File: src/pkg/ccp_pkg.sv
// Shared register map, field layouts, reset values and modes for the capture/compare block.
package ccp_pkg;

	// --------------------------------------------------------------
	// Register indices (byte address is four times the index)
	// --------------------------------------------------------------
	localparam logic [7:0] IDX_INTERRUPT_CONTROL = 8'h0B;
	localparam logic [7:0] IDX_PERIPHERAL_IRQ_FLAGS = 8'h0C;
	localparam logic [7:0] IDX_COUNTER16_LOW_BYTE = 8'h0E;
	localparam logic [7:0] IDX_COUNTER16_HIGH_BYTE = 8'h0F;
	localparam logic [7:0] IDX_COUNTER16_CONTROL = 8'h10;
	localparam logic [7:0] IDX_COUNTER8_VALUE = 8'h11;
	localparam logic [7:0] IDX_COUNTER8_CONTROL = 8'h12;
	localparam logic [7:0] IDX_CAPTURE_VALUE_LOW = 8'h15;
	localparam logic [7:0] IDX_CAPTURE_VALUE_HIGH = 8'h16;
	localparam logic [7:0] IDX_CAPTURE_COMPARE_CONTROL = 8'h17;
	localparam logic [7:0] IDX_PERIPHERAL_IRQ_ENABLES = 8'h8C;
	localparam logic [7:0] IDX_COUNTER8_PERIOD = 8'h92;

	// --------------------------------------------------------------
	// Field positions and masks
	// --------------------------------------------------------------
	localparam int FLAG_COUNTER16_OVERFLOW = 0;
	localparam int FLAG_COUNTER8_MATCH = 1;
	localparam int FLAG_CAPTURE_COMPARE = 2;
	localparam logic [7:0] IRQ_WRITABLE_MASK = 8'h4F;
	localparam logic [7:0] CCP_CONTROL_MASK = 8'h3F;

	// --------------------------------------------------------------
	// Reset values
	// --------------------------------------------------------------
	localparam logic [7:0] RST_ZERO_BYTE = 8'h00;
	localparam logic [7:0] RST_COUNTER8_PERIOD = 8'hFF;

	// --------------------------------------------------------------
	// Control layouts
	// --------------------------------------------------------------
	typedef struct packed {
		logic [1:0] unused;
		logic [1:0] prescale_select;
		logic osc_enable;
		logic sync_n;
		logic clock_select;
		logic on;
	} ccp_counter16_control_t;

	typedef struct packed {
		logic unused;
		logic [3:0] counter8_postscale_select;
		logic counter8_on;
		logic [1:0] counter8_prescale_select;
	} ccp_counter8_control_t;

	typedef enum logic [3:0] {
		CCP_MODE_OFF = 4'h0,
		CCP_MODE_CAP_FALL = 4'h4,
		CCP_MODE_CAP_RISE = 4'h5,
		CCP_MODE_CAP_RISE4 = 4'h6,
		CCP_MODE_CAP_RISE16 = 4'h7,
		CCP_MODE_CMP_SET = 4'h8,
		CCP_MODE_CMP_CLEAR = 4'h9,
		CCP_MODE_CMP_SOFT = 4'hA,
		CCP_MODE_CMP_EVENT = 4'hB
	} ccp_mode_t;

endpackage

File: src/design/ccp_capture_timebases.sv
// Capture/compare unit with its 16-bit and 8-bit time-bases behind a Wishbone slave.
//
// The Wishbone register port was decided locally.
`timescale 1ns/1ps
// Notes on behaviour
// - Special event compare match clears the 16-bit timer and requests converter start.
// - The special event clear never sets the 16-bit overflow flag.
// - A software write to the 16-bit timer beats a simultaneous special event clear.
// - The 16-bit timer bytes survive every reset; only the special event clears them.
// - The 16-bit control register zeroes on power-on or brown-out reset only.
// - Writing either 16-bit timer byte clears its prescaler counter.
// - The 8-bit counter is read/write and zeroed by any reset.
// - The 8-bit prescale field selects divide by 1, 4 or 16.
// - The 8-bit counter counts up to the period value, then wraps to zero.
// - The period register is read/write and resets to all ones.
// - Period matches pass a 1 to 16 postscaler whose terminal count sets the flag.
// - The 8-bit counter only counts while its on bit is set.
// - Counter or control writes and resets clear 8-bit pre/postscalers; control writes keep the counter.
// - The pre-postscaler period match pulse is offered to the serial port.
// - A capture event copies the 16-bit timer and sets the capture/compare flag.
// - Only software or a reset clears the flag; later captures overwrite the held value.
// - Edges are detected on the pin level itself, whoever drives it.
// - Capture prescaler clears when off, outside capture modes, or on reset.
// - In timer mode the 16-bit timer increments once per 1, 2, 4 or 8 instruction cycles, by its prescale select.
// - In set and clear compare modes a match drives the pin action and sets the flag together.
module ccp_capture_timebases (
	input wire logic clk_i,
	input wire logic rst_i,
	input wire logic por_i,
	input wire logic ce_i,
	input wire logic cyc_i,
	input wire logic stb_i,
	input wire logic we_i,
	input wire logic [31:0] adr_i,
	input wire logic [3:0] sel_i,
	input wire logic [31:0] dat_i,
	output logic [31:0] dat_o,
	output logic ack_o,
	input wire logic ccp_pin_i,
	input wire logic t1_clk_i,
	input wire logic adc_enabled_i,
	output logic ccp_out_o,
	output logic ad_start_o,
	output logic period_match_o
);

	// --------------------------------------------------------------
	// State
	// --------------------------------------------------------------
	logic [7:0] interrupt_control;
	logic [7:0] peripheral_irq_flags;
	logic [7:0] peripheral_irq_enables;
	logic [15:0] counter16;
	ccp_pkg::ccp_counter16_control_t counter16_control;
	logic [2:0] pre16;
	logic [7:0] counter8_value;
	ccp_pkg::ccp_counter8_control_t counter8_control;
	logic [7:0] counter8_period;
	logic [3:0] pre8;
	logic [3:0] post8;
	logic [15:0] capture_value;
	logic [5:0] capture_compare_control;
	logic [3:0] cap_pre;
	logic pin_meta, pin_sync, pin_prev;
	logic t1_meta, t1_sync, t1_prev;

	// --------------------------------------------------------------
	// Bus decode
	// --------------------------------------------------------------
	wire any_rst = rst_i | por_i;
	wire [7:0] idx = adr_i[9:2];
	wire req = cyc_i & stb_i & ~ack_o & ce_i;
	wire wr = req & we_i & sel_i[0] & (adr_i[31:10] == 22'h0);
	wire [7:0] wd = dat_i[7:0];
	wire wr_intc = wr & (idx == ccp_pkg::IDX_INTERRUPT_CONTROL);
	wire wr_flags = wr & (idx == ccp_pkg::IDX_PERIPHERAL_IRQ_FLAGS);
	wire wr_en = wr & (idx == ccp_pkg::IDX_PERIPHERAL_IRQ_ENABLES);
	wire wr_t1l = wr & (idx == ccp_pkg::IDX_COUNTER16_LOW_BYTE);
	wire wr_t1h = wr & (idx == ccp_pkg::IDX_COUNTER16_HIGH_BYTE);
	wire wr_counter16_control = wr & (idx == ccp_pkg::IDX_COUNTER16_CONTROL);
	wire wr_t2 = wr & (idx == ccp_pkg::IDX_COUNTER8_VALUE);
	wire wr_counter8_control = wr & (idx == ccp_pkg::IDX_COUNTER8_CONTROL);
	wire wr_pr2 = wr & (idx == ccp_pkg::IDX_COUNTER8_PERIOD);
	wire wr_capl = wr & (idx == ccp_pkg::IDX_CAPTURE_VALUE_LOW);
	wire wr_caph = wr & (idx == ccp_pkg::IDX_CAPTURE_VALUE_HIGH);
	wire wr_ccpcon = wr & (idx == ccp_pkg::IDX_CAPTURE_COMPARE_CONTROL);

	logic [7:0] rd_mux;
	always_comb begin
		rd_mux = 8'h00;
		if (adr_i[31:10] == 22'h0) begin
			unique case (idx)
				ccp_pkg::IDX_INTERRUPT_CONTROL: rd_mux = interrupt_control;
				ccp_pkg::IDX_PERIPHERAL_IRQ_FLAGS: rd_mux = peripheral_irq_flags;
				ccp_pkg::IDX_PERIPHERAL_IRQ_ENABLES: rd_mux = peripheral_irq_enables;
				ccp_pkg::IDX_COUNTER16_LOW_BYTE: rd_mux = counter16[7:0];
				ccp_pkg::IDX_COUNTER16_HIGH_BYTE: rd_mux = counter16[15:8];
				ccp_pkg::IDX_COUNTER16_CONTROL: rd_mux = counter16_control;
				ccp_pkg::IDX_COUNTER8_VALUE: rd_mux = counter8_value;
				ccp_pkg::IDX_COUNTER8_CONTROL: rd_mux = counter8_control;
				ccp_pkg::IDX_COUNTER8_PERIOD: rd_mux = counter8_period;
				ccp_pkg::IDX_CAPTURE_VALUE_LOW: rd_mux = capture_value[7:0];
				ccp_pkg::IDX_CAPTURE_VALUE_HIGH: rd_mux = capture_value[15:8];
				ccp_pkg::IDX_CAPTURE_COMPARE_CONTROL: rd_mux = {2'b00, capture_compare_control};
				default: rd_mux = 8'h00;
			endcase
		end
	end

	// Unmapped addresses still acknowledge and read as zero, so the bus never hangs.
	always_ff @(posedge clk_i) begin
		if (any_rst) begin
			ack_o <= 1'b0;
			dat_o <= 32'h0000_0000;
		end else if (ce_i) begin
			ack_o <= cyc_i & stb_i & ~ack_o;
			if (req) begin
				dat_o <= {24'h00_0000, rd_mux};
			end
		end
	end

	// --------------------------------------------------------------
	// Pin synchronisers and edges
	// --------------------------------------------------------------
	always_ff @(posedge clk_i) begin
		if (ce_i) begin
			pin_meta <= ccp_pin_i;
			pin_sync <= pin_meta;
			pin_prev <= pin_sync;
			t1_meta <= t1_clk_i;
			t1_sync <= t1_meta;
			t1_prev <= t1_sync;
		end
	end

	wire pin_rise = pin_sync & ~pin_prev;
	wire pin_fall = ~pin_sync & pin_prev;
	wire t1_rise = t1_sync & ~t1_prev;

	// --------------------------------------------------------------
	// Capture/compare decode
	// --------------------------------------------------------------
	wire [3:0] mode = capture_compare_control[3:0];
	wire is_capture = (mode[3:2] == 2'b01);
	wire is_compare = (mode[3:2] == 2'b10);
	wire cap_edge = (mode == ccp_pkg::CCP_MODE_CAP_FALL) ? pin_fall : pin_rise;
	wire cap_evt = is_capture & cap_edge & (
		(mode == ccp_pkg::CCP_MODE_CAP_FALL) ||
		(mode == ccp_pkg::CCP_MODE_CAP_RISE) ||
		(mode == ccp_pkg::CCP_MODE_CAP_RISE4 && cap_pre[1:0] == 2'b11) ||
		(mode == ccp_pkg::CCP_MODE_CAP_RISE16 && cap_pre == 4'hF));
	wire cmp_match = is_compare & (counter16 == capture_value);
	wire sev = cmp_match & (mode == ccp_pkg::CCP_MODE_CMP_EVENT);

	// Switching directly between capture prescales keeps the count, so the first
	// capture after such a switch may come early; software zeroes the mode first.
	always_ff @(posedge clk_i) begin
		if (any_rst) begin
			cap_pre <= 4'h0;
		end else if (ce_i) begin
			if (!is_capture) begin
				cap_pre <= 4'h0;
			end else if (pin_rise && mode[1]) begin
				cap_pre <= cap_pre + 4'h1;
			end
		end
	end

	// --------------------------------------------------------------
	// 16-bit timer
	// --------------------------------------------------------------
	wire [3:0] pre16_lim = (4'h1 << counter16_control.prescale_select) - 4'h1;
	wire src16 = counter16_control.clock_select ? t1_rise : 1'b1;
	wire pre16_hit = ({1'b0, pre16} == pre16_lim);
	wire inc16 = counter16_control.on & src16 & pre16_hit;
	wire wr16 = wr_t1l | wr_t1h;
	wire ovf_set = inc16 & (counter16 == 16'hFFFF) & ~sev & ~wr16;

	// Asynchronous counting is not modelled apart: external edges are always
	// sampled, which is what capture and special event need anyway.
	always_ff @(posedge clk_i) begin
		if (ce_i) begin
			if (wr16) begin
				if (wr_t1l) begin
					counter16[7:0] <= wd;
				end
				if (wr_t1h) begin
					counter16[15:8] <= wd;
				end
			end else if (sev) begin
				counter16 <= 16'h0000;
			end else if (inc16) begin
				counter16 <= counter16 + 16'h0001;
			end
		end
	end

	always_ff @(posedge clk_i) begin
		if (any_rst) begin
			pre16 <= 3'h0;
		end else if (ce_i) begin
			if (wr16) begin
				pre16 <= 3'h0;
			end else if (counter16_control.on && src16) begin
				pre16 <= pre16_hit ? 3'h0 : pre16 + 3'h1;
			end
		end
	end

	always_ff @(posedge clk_i) begin
		if (por_i) begin
			counter16_control <= ccp_pkg::RST_ZERO_BYTE;
		end else if (ce_i && wr_counter16_control) begin
			counter16_control <= {2'b00, wd[5:0]};
		end
	end

	// --------------------------------------------------------------
	// 8-bit timer
	// --------------------------------------------------------------
	wire [1:0] ps8 = counter8_control.counter8_prescale_select;
	wire pre8_hit = (ps8 == 2'b00) || (ps8 == 2'b01 && pre8[1:0] == 2'b11) ||
		(ps8[1] && pre8 == 4'hF);
	wire clr8 = wr_t2 | wr_counter8_control;
	wire tick8 = counter8_control.counter8_on & pre8_hit & ~clr8;
	wire match8 = tick8 & (counter8_value == counter8_period);
	wire post_hit = match8 & (post8 == counter8_control.counter8_postscale_select);

	always_ff @(posedge clk_i) begin
		if (any_rst) begin
			counter8_value <= ccp_pkg::RST_ZERO_BYTE;
			counter8_control <= ccp_pkg::RST_ZERO_BYTE;
			counter8_period <= ccp_pkg::RST_COUNTER8_PERIOD;
			pre8 <= 4'h0;
			post8 <= 4'h0;
			period_match_o <= 1'b0;
		end else if (ce_i) begin
			period_match_o <= match8;
			if (wr_t2) begin
				counter8_value <= wd;
			end else if (match8) begin
				counter8_value <= 8'h00;
			end else if (tick8) begin
				counter8_value <= counter8_value + 8'h01;
			end
			if (wr_counter8_control) begin
				counter8_control <= {1'b0, wd[6:0]};
			end
			if (wr_pr2) begin
				counter8_period <= wd;
			end
			if (clr8) begin
				pre8 <= 4'h0;
				post8 <= 4'h0;
			end else begin
				if (counter8_control.counter8_on) begin
					pre8 <= pre8_hit ? 4'h0 : pre8 + 4'h1;
				end
				if (match8) begin
					post8 <= post_hit ? 4'h0 : post8 + 4'h1;
				end
			end
		end
	end

	// --------------------------------------------------------------
	// Capture register, compare output, converter start
	// --------------------------------------------------------------
	// A capture on the same edge as a software write to the pair wins.
	always_ff @(posedge clk_i) begin
		if (ce_i) begin
			if (cap_evt) begin
				capture_value <= counter16;
			end else begin
				if (wr_capl) begin
					capture_value[7:0] <= wd;
				end
				if (wr_caph) begin
					capture_value[15:8] <= wd;
				end
			end
		end
	end

	always_ff @(posedge clk_i) begin
		if (any_rst) begin
			capture_compare_control <= 6'h00;
			ccp_out_o <= 1'b0;
			ad_start_o <= 1'b0;
		end else if (ce_i) begin
			if (wr_ccpcon) begin
				capture_compare_control <= wd[5:0] & ccp_pkg::CCP_CONTROL_MASK[5:0];
			end
			ad_start_o <= sev & adc_enabled_i;
			if (mode == ccp_pkg::CCP_MODE_OFF) begin
				ccp_out_o <= 1'b0;
			end else if (cmp_match && mode == ccp_pkg::CCP_MODE_CMP_SET) begin
				ccp_out_o <= 1'b1;
			end else if (cmp_match && mode == ccp_pkg::CCP_MODE_CMP_CLEAR) begin
				ccp_out_o <= 1'b0;
			end
		end
	end

	// --------------------------------------------------------------
	// Flags and enables
	// --------------------------------------------------------------
	// Hardware sets win over a software clear in the same cycle.
	wire [7:0] flag_set = ({7'h00, ovf_set} << ccp_pkg::FLAG_COUNTER16_OVERFLOW) |
		({7'h00, post_hit} << ccp_pkg::FLAG_COUNTER8_MATCH) |
		({7'h00, cap_evt | cmp_match} << ccp_pkg::FLAG_CAPTURE_COMPARE);
	wire [7:0] flag_keep = wr_flags ? (wd & ccp_pkg::IRQ_WRITABLE_MASK) : peripheral_irq_flags;

	always_ff @(posedge clk_i) begin
		if (any_rst) begin
			peripheral_irq_flags <= ccp_pkg::RST_ZERO_BYTE;
			peripheral_irq_enables <= ccp_pkg::RST_ZERO_BYTE;
			interrupt_control <= ccp_pkg::RST_ZERO_BYTE;
		end else if (ce_i) begin
			peripheral_irq_flags <= flag_keep | flag_set;
			if (wr_en) begin
				peripheral_irq_enables <= wd & ccp_pkg::IRQ_WRITABLE_MASK;
			end
			if (wr_intc) begin
				interrupt_control <= wd;
			end
		end
	end
endmodule

File: config.mk
export PLATFORM = sky130hd
export DESIGN_NAME = ccp_capture_timebases
export DESIGN_NICKNAME = d
export VERILOG_FILES = /design/src/pkg/ccp_pkg.sv /design/src/design/ccp_capture_timebases.sv
export SDC_FILE = /design/constraint.sdc
export NUM_CORES = 1
export LEC_CHECK = 0
export ABC_AREA = 1
export BUFFER_PORTS_ARGS = -buffer_cell sky130_fd_sc_hd__buf_2
export CAP_MARGIN = 20
export CELL_PAD_IN_SITES_DETAIL_PLACEMENT = 0
export CELL_PAD_IN_SITES_GLOBAL_PLACEMENT = 1
export CORE_AREA = 5 5 134 149
export DETAILED_ROUTE_END_ITERATION = 12
export DIE_AREA = 0 0 139 154
export PLACE_DENSITY = 0.86
export SYNTH_ARGS = -nofsm -noshare
export SYNTH_HDL_FRONTEND = slang
export SYNTH_SLANG_ARGS = --single-unit
File: constraint.sdc
create_clock -name clk_i -period 3 [get_ports clk_i]
set_clock_uncertainty 0.2 [all_clocks]
set_input_delay 0.6 -clock clk_i [delete_from_list [all_inputs] [get_ports clk_i]]
set_output_delay 0.6 -clock clk_i [all_outputs]
set_load 0.01 [all_outputs]
==> results.sh <==
export IMPL_yosysMostFrequentCell="nand2_1"
export IMPL_r2r_cells=10
export IMPL_criticalPathCategory="reg2reg"
export IMPL_detail_route_wl_per_cell_um=16.5
export IMPL_end_kind="flip-flop"
export IMPL_slowest_delay_ns=0.58
export IMPL_swShare=0.239
export IMPL_hold_depth=1
export IMPL_cts_root_buf="clkbuf_16"
export IMPL_io_buffers=60
export IMPL_setup_violations=0
export IMPL_cts_buffer_depth=2
export IMPL_initial_utilization=0.394
export IMPL_cts_tree="done"
export IMPL_ir_worst_vdd_mv=0.393
export IMPL_area_growth_pct=14.6
export IMPL_crit_buf_inv=1
export IMPL_core_area_um2=18200
export IMPL_htreeDepth=4
export IMPL_r2r_end="counter16[0]"
export IMPL_crit_top_cell="nor2_1"
export IMPL_hold_viol=0
export IMPL_yosys_top_cells_area="dfxtp_1 (22%), edfxtp_1 (16%), nand2_1 (11%)"
export IMPL_synth_top_flop_cell="dfxtp_1"
export IMPL_post_cts_buffers=0
export IMPL_crit_path_max_fanout=8
export IMPL_ys_types=48
export IMPL_tightest_slew_ns=0.709
export IMPL_crit_arrival_ns=2.59
export IMPL_place_congestion=0.948
export IMPL_routed_via_density=5.09
export IMPL_final_nets=1151
export IMPL_rr_startpoint="counter16[0]"
export IMPL_rrSetupSlack_ns=0.26
export IMPL_cp_cell_sequence="inv_1, nand2_1, nand3_1, nor2_1, nand3_1, nor2_1, nand2_1, o21ai_2, o21ai_0, nor2_1"
export IMPL_std_cell_rows=52
export IMPL_whs_endpoint="pin_meta"
export IMPL_timing_fmax_mhz=366
export IMPL_dp_hpwl_um=16200
export IMPL_min_from="ccp_pin_i"
export IMPL_antennaDiodeCount=0
export IMPL_place_area_um2=7670
export IMPL_hp_class="in2reg"
export IMPL_power_frac_clock=0.510
export IMPL_cts_sinks=118
export IMPL_synth_cells=995
export IMPL_min_period_over_period=0.912
export IMPL_critPathSlowestCell="nor2_1"
export IMPL_grt_pass1_wl_um=34000
export IMPL_grtUsageTotal=0.202
export IMPL_p_per_area_nw_per_um2=456
export IMPL_antenna_found_initial=0
export IMPL_globalRouteOverflowTotal=0
export IMPL_slew_headroom=0.526
export IMPL_p_seq_frac=0.441
export IMPL_synth_edf_count=38
export IMPL_p_switching_uw=897
export IMPL_drive_gt1_frac=0.144
export IMPL_clkTransAtPathRegs_ns=0.05
export IMPL_synth_seq_cells=118
export IMPL_pwr_share_comb=0.049
export IMPL_setup_tns_ns=0
export IMPL_hold_buffers=0
export IMPL_clk_latency_ns=0.43
export IMPL_drv_slew=0
export IMPL_min_period_ns=2.74
export IMPL_p_leak_nw=3.79
export IMPL_synth_common_cells="nand2_1 (211), inv_1 (130), nor2_1 (117)"
export IMPL_cts_resized=0
export IMPL_async_flop_share=0
export IMPL_syn_area_um2=7180
export IMPL_cts_buffers=17
export IMPL_critPathTopFamily="simple AND/OR/NAND/NOR gates"
export IMPL_yosys_area_top_type="dfxtp_1"
export IMPL_ys_seq_area_frac=0.382
export IMPL_worstSetupStartpointType="flip-flop"
export IMPL_ios=114
export IMPL_vias=6730
export IMPL_grt_pass1_vias=6296
export IMPL_fin_area_um2=8230
export IMPL_drv_cap=0
export IMPL_synth_top_area_frac=0.223
export IMPL_drt_iter0_drc=544
export IMPL_drtPass1Iterations=5
export IMPL_drc=0
export IMPL_grt_max_degree=47
export IMPL_internal_power_mw=2.86
export IMPL_nFillCells=1895
export IMPL_yosys_warnings=0
export IMPL_final_antenna_net_count=0
export IMPL_rsz0062_at_grt="no"
export IMPL_status="finished clean"
export IMPL_critPathRequiredTime_ns=2.85
export IMPL_dieHeight_um=154
export IMPL_fp_dieW_um=139
export IMPL_crit_start="counter16[0]"
export IMPL_syn_area_per_cell_um2=7.22
export IMPL_die_area_um2=21400
export IMPL_drt_wl_total_um=21900
## flip-flops by register name, summed over array words and instances, names as in the netlist, 5 cells and up
name and count:
capture_compare_control 6, counter16 16, capture_value 16, dat_o 8, counter8_value 8, peripheral_irq_enables 5, counter16_control 6, counter8_control 5
counter8_period 8, interrupt_control 8, peripheral_irq_flags 5
## layout by cell type (no fill, tap or decap), drive strengths merged, types with 14 or more instances in the layout
cell type,instances
a21oi,58
buf,82
clkbuf,22
conb,24
dfxtp,80
edfxtp,38
inv,136
nand2,224
nand3,65
nor2,125
nor3,14
o21ai,88
o22ai,26
xnor2,15
xor2,26
## per-layer routing
metal,global-route usage,share of wire,wire length (um),vias up
met5,0,0,0,-
met4,0.0801,0.036,784,0
met3,0.0441,0.073,1590,53
met2,0.334,0.47,10200,264
met1,0.257,0.42,9240,3068
li1,-,-,-,3345
## power by group through the flow
stage,sequential [mW],clock (mW),combinational (mW)
6_report,1.66,1.92,0.184
3_3_place_gp,1.69,0,0.181
3_5_place_dp,1.69,0,0.182
5_1_grt,1.65,2.02,0.200
2_1_floorplan,1.69,0,0.116
4_1_cts,1.65,1.94,0.182
## area by class of cell
class                           count  area, um^2  area share
Sequential cell                   118        2740       0.333
Clock inverter                     10        71.3     0.00867
Tap cell                          243         304      0.0370
Inverter                          137         518      0.0630
Clock buffer                       22         489      0.0595
Multi-Input combinational cell    711        3640       0.442
Timing Repair Buffer               82         465      0.0566
## per-stage QoR
| step | setup WS, ns | total power [mW] | utilization | hold slack [ns] | cells |
|---|---|---|---|---|---|
| 5_1_grt | 0.0371 | 3.87 | 0.452 | 0.143 | 1323 |
| 4_1_cts | 0.271 | 3.78 | 0.452 | 0.136 | 1323 |
| 3_5_place_dp | 0.108 | 1.87 | 0.421 | 0.206 | 1291 |
| 2_1_floorplan | 0.345 | 1.80 | - | 0.200 | 1018 |
| 3_3_place_gp | 0.104 | 1.87 | 0.421 | 0.201 | 1291 |
| 6_report | 0.265 | 3.75 | 0.452 | 0.151 | 1323 |
## cells by family after synthesis
logic type,count (synthesis),synth area share
flip-flops,118,0.382
other,1,0.000522
AND/OR/NAND/NOR,446,0.278
XOR/XNOR,41,0.0500
buffers and inverters,189,0.125
adder cells (fa/ha/maj),6,0.0105
AO/OA/AOI/OAI,194,0.154
## worst max-delay path by stage
stage	end	slack, ns	cells after the start
after floorplan	capture_value[0]	0.34	8
after global placement	counter16[1]	0.10	9
after detailed placement	counter16[0]	0.11	9
after CTS	counter16[0]	0.27	10
after global routing	counter16[0]	0.04	10
final	counter16[0]	0.26	10
(Power assumes the default switching activity.)
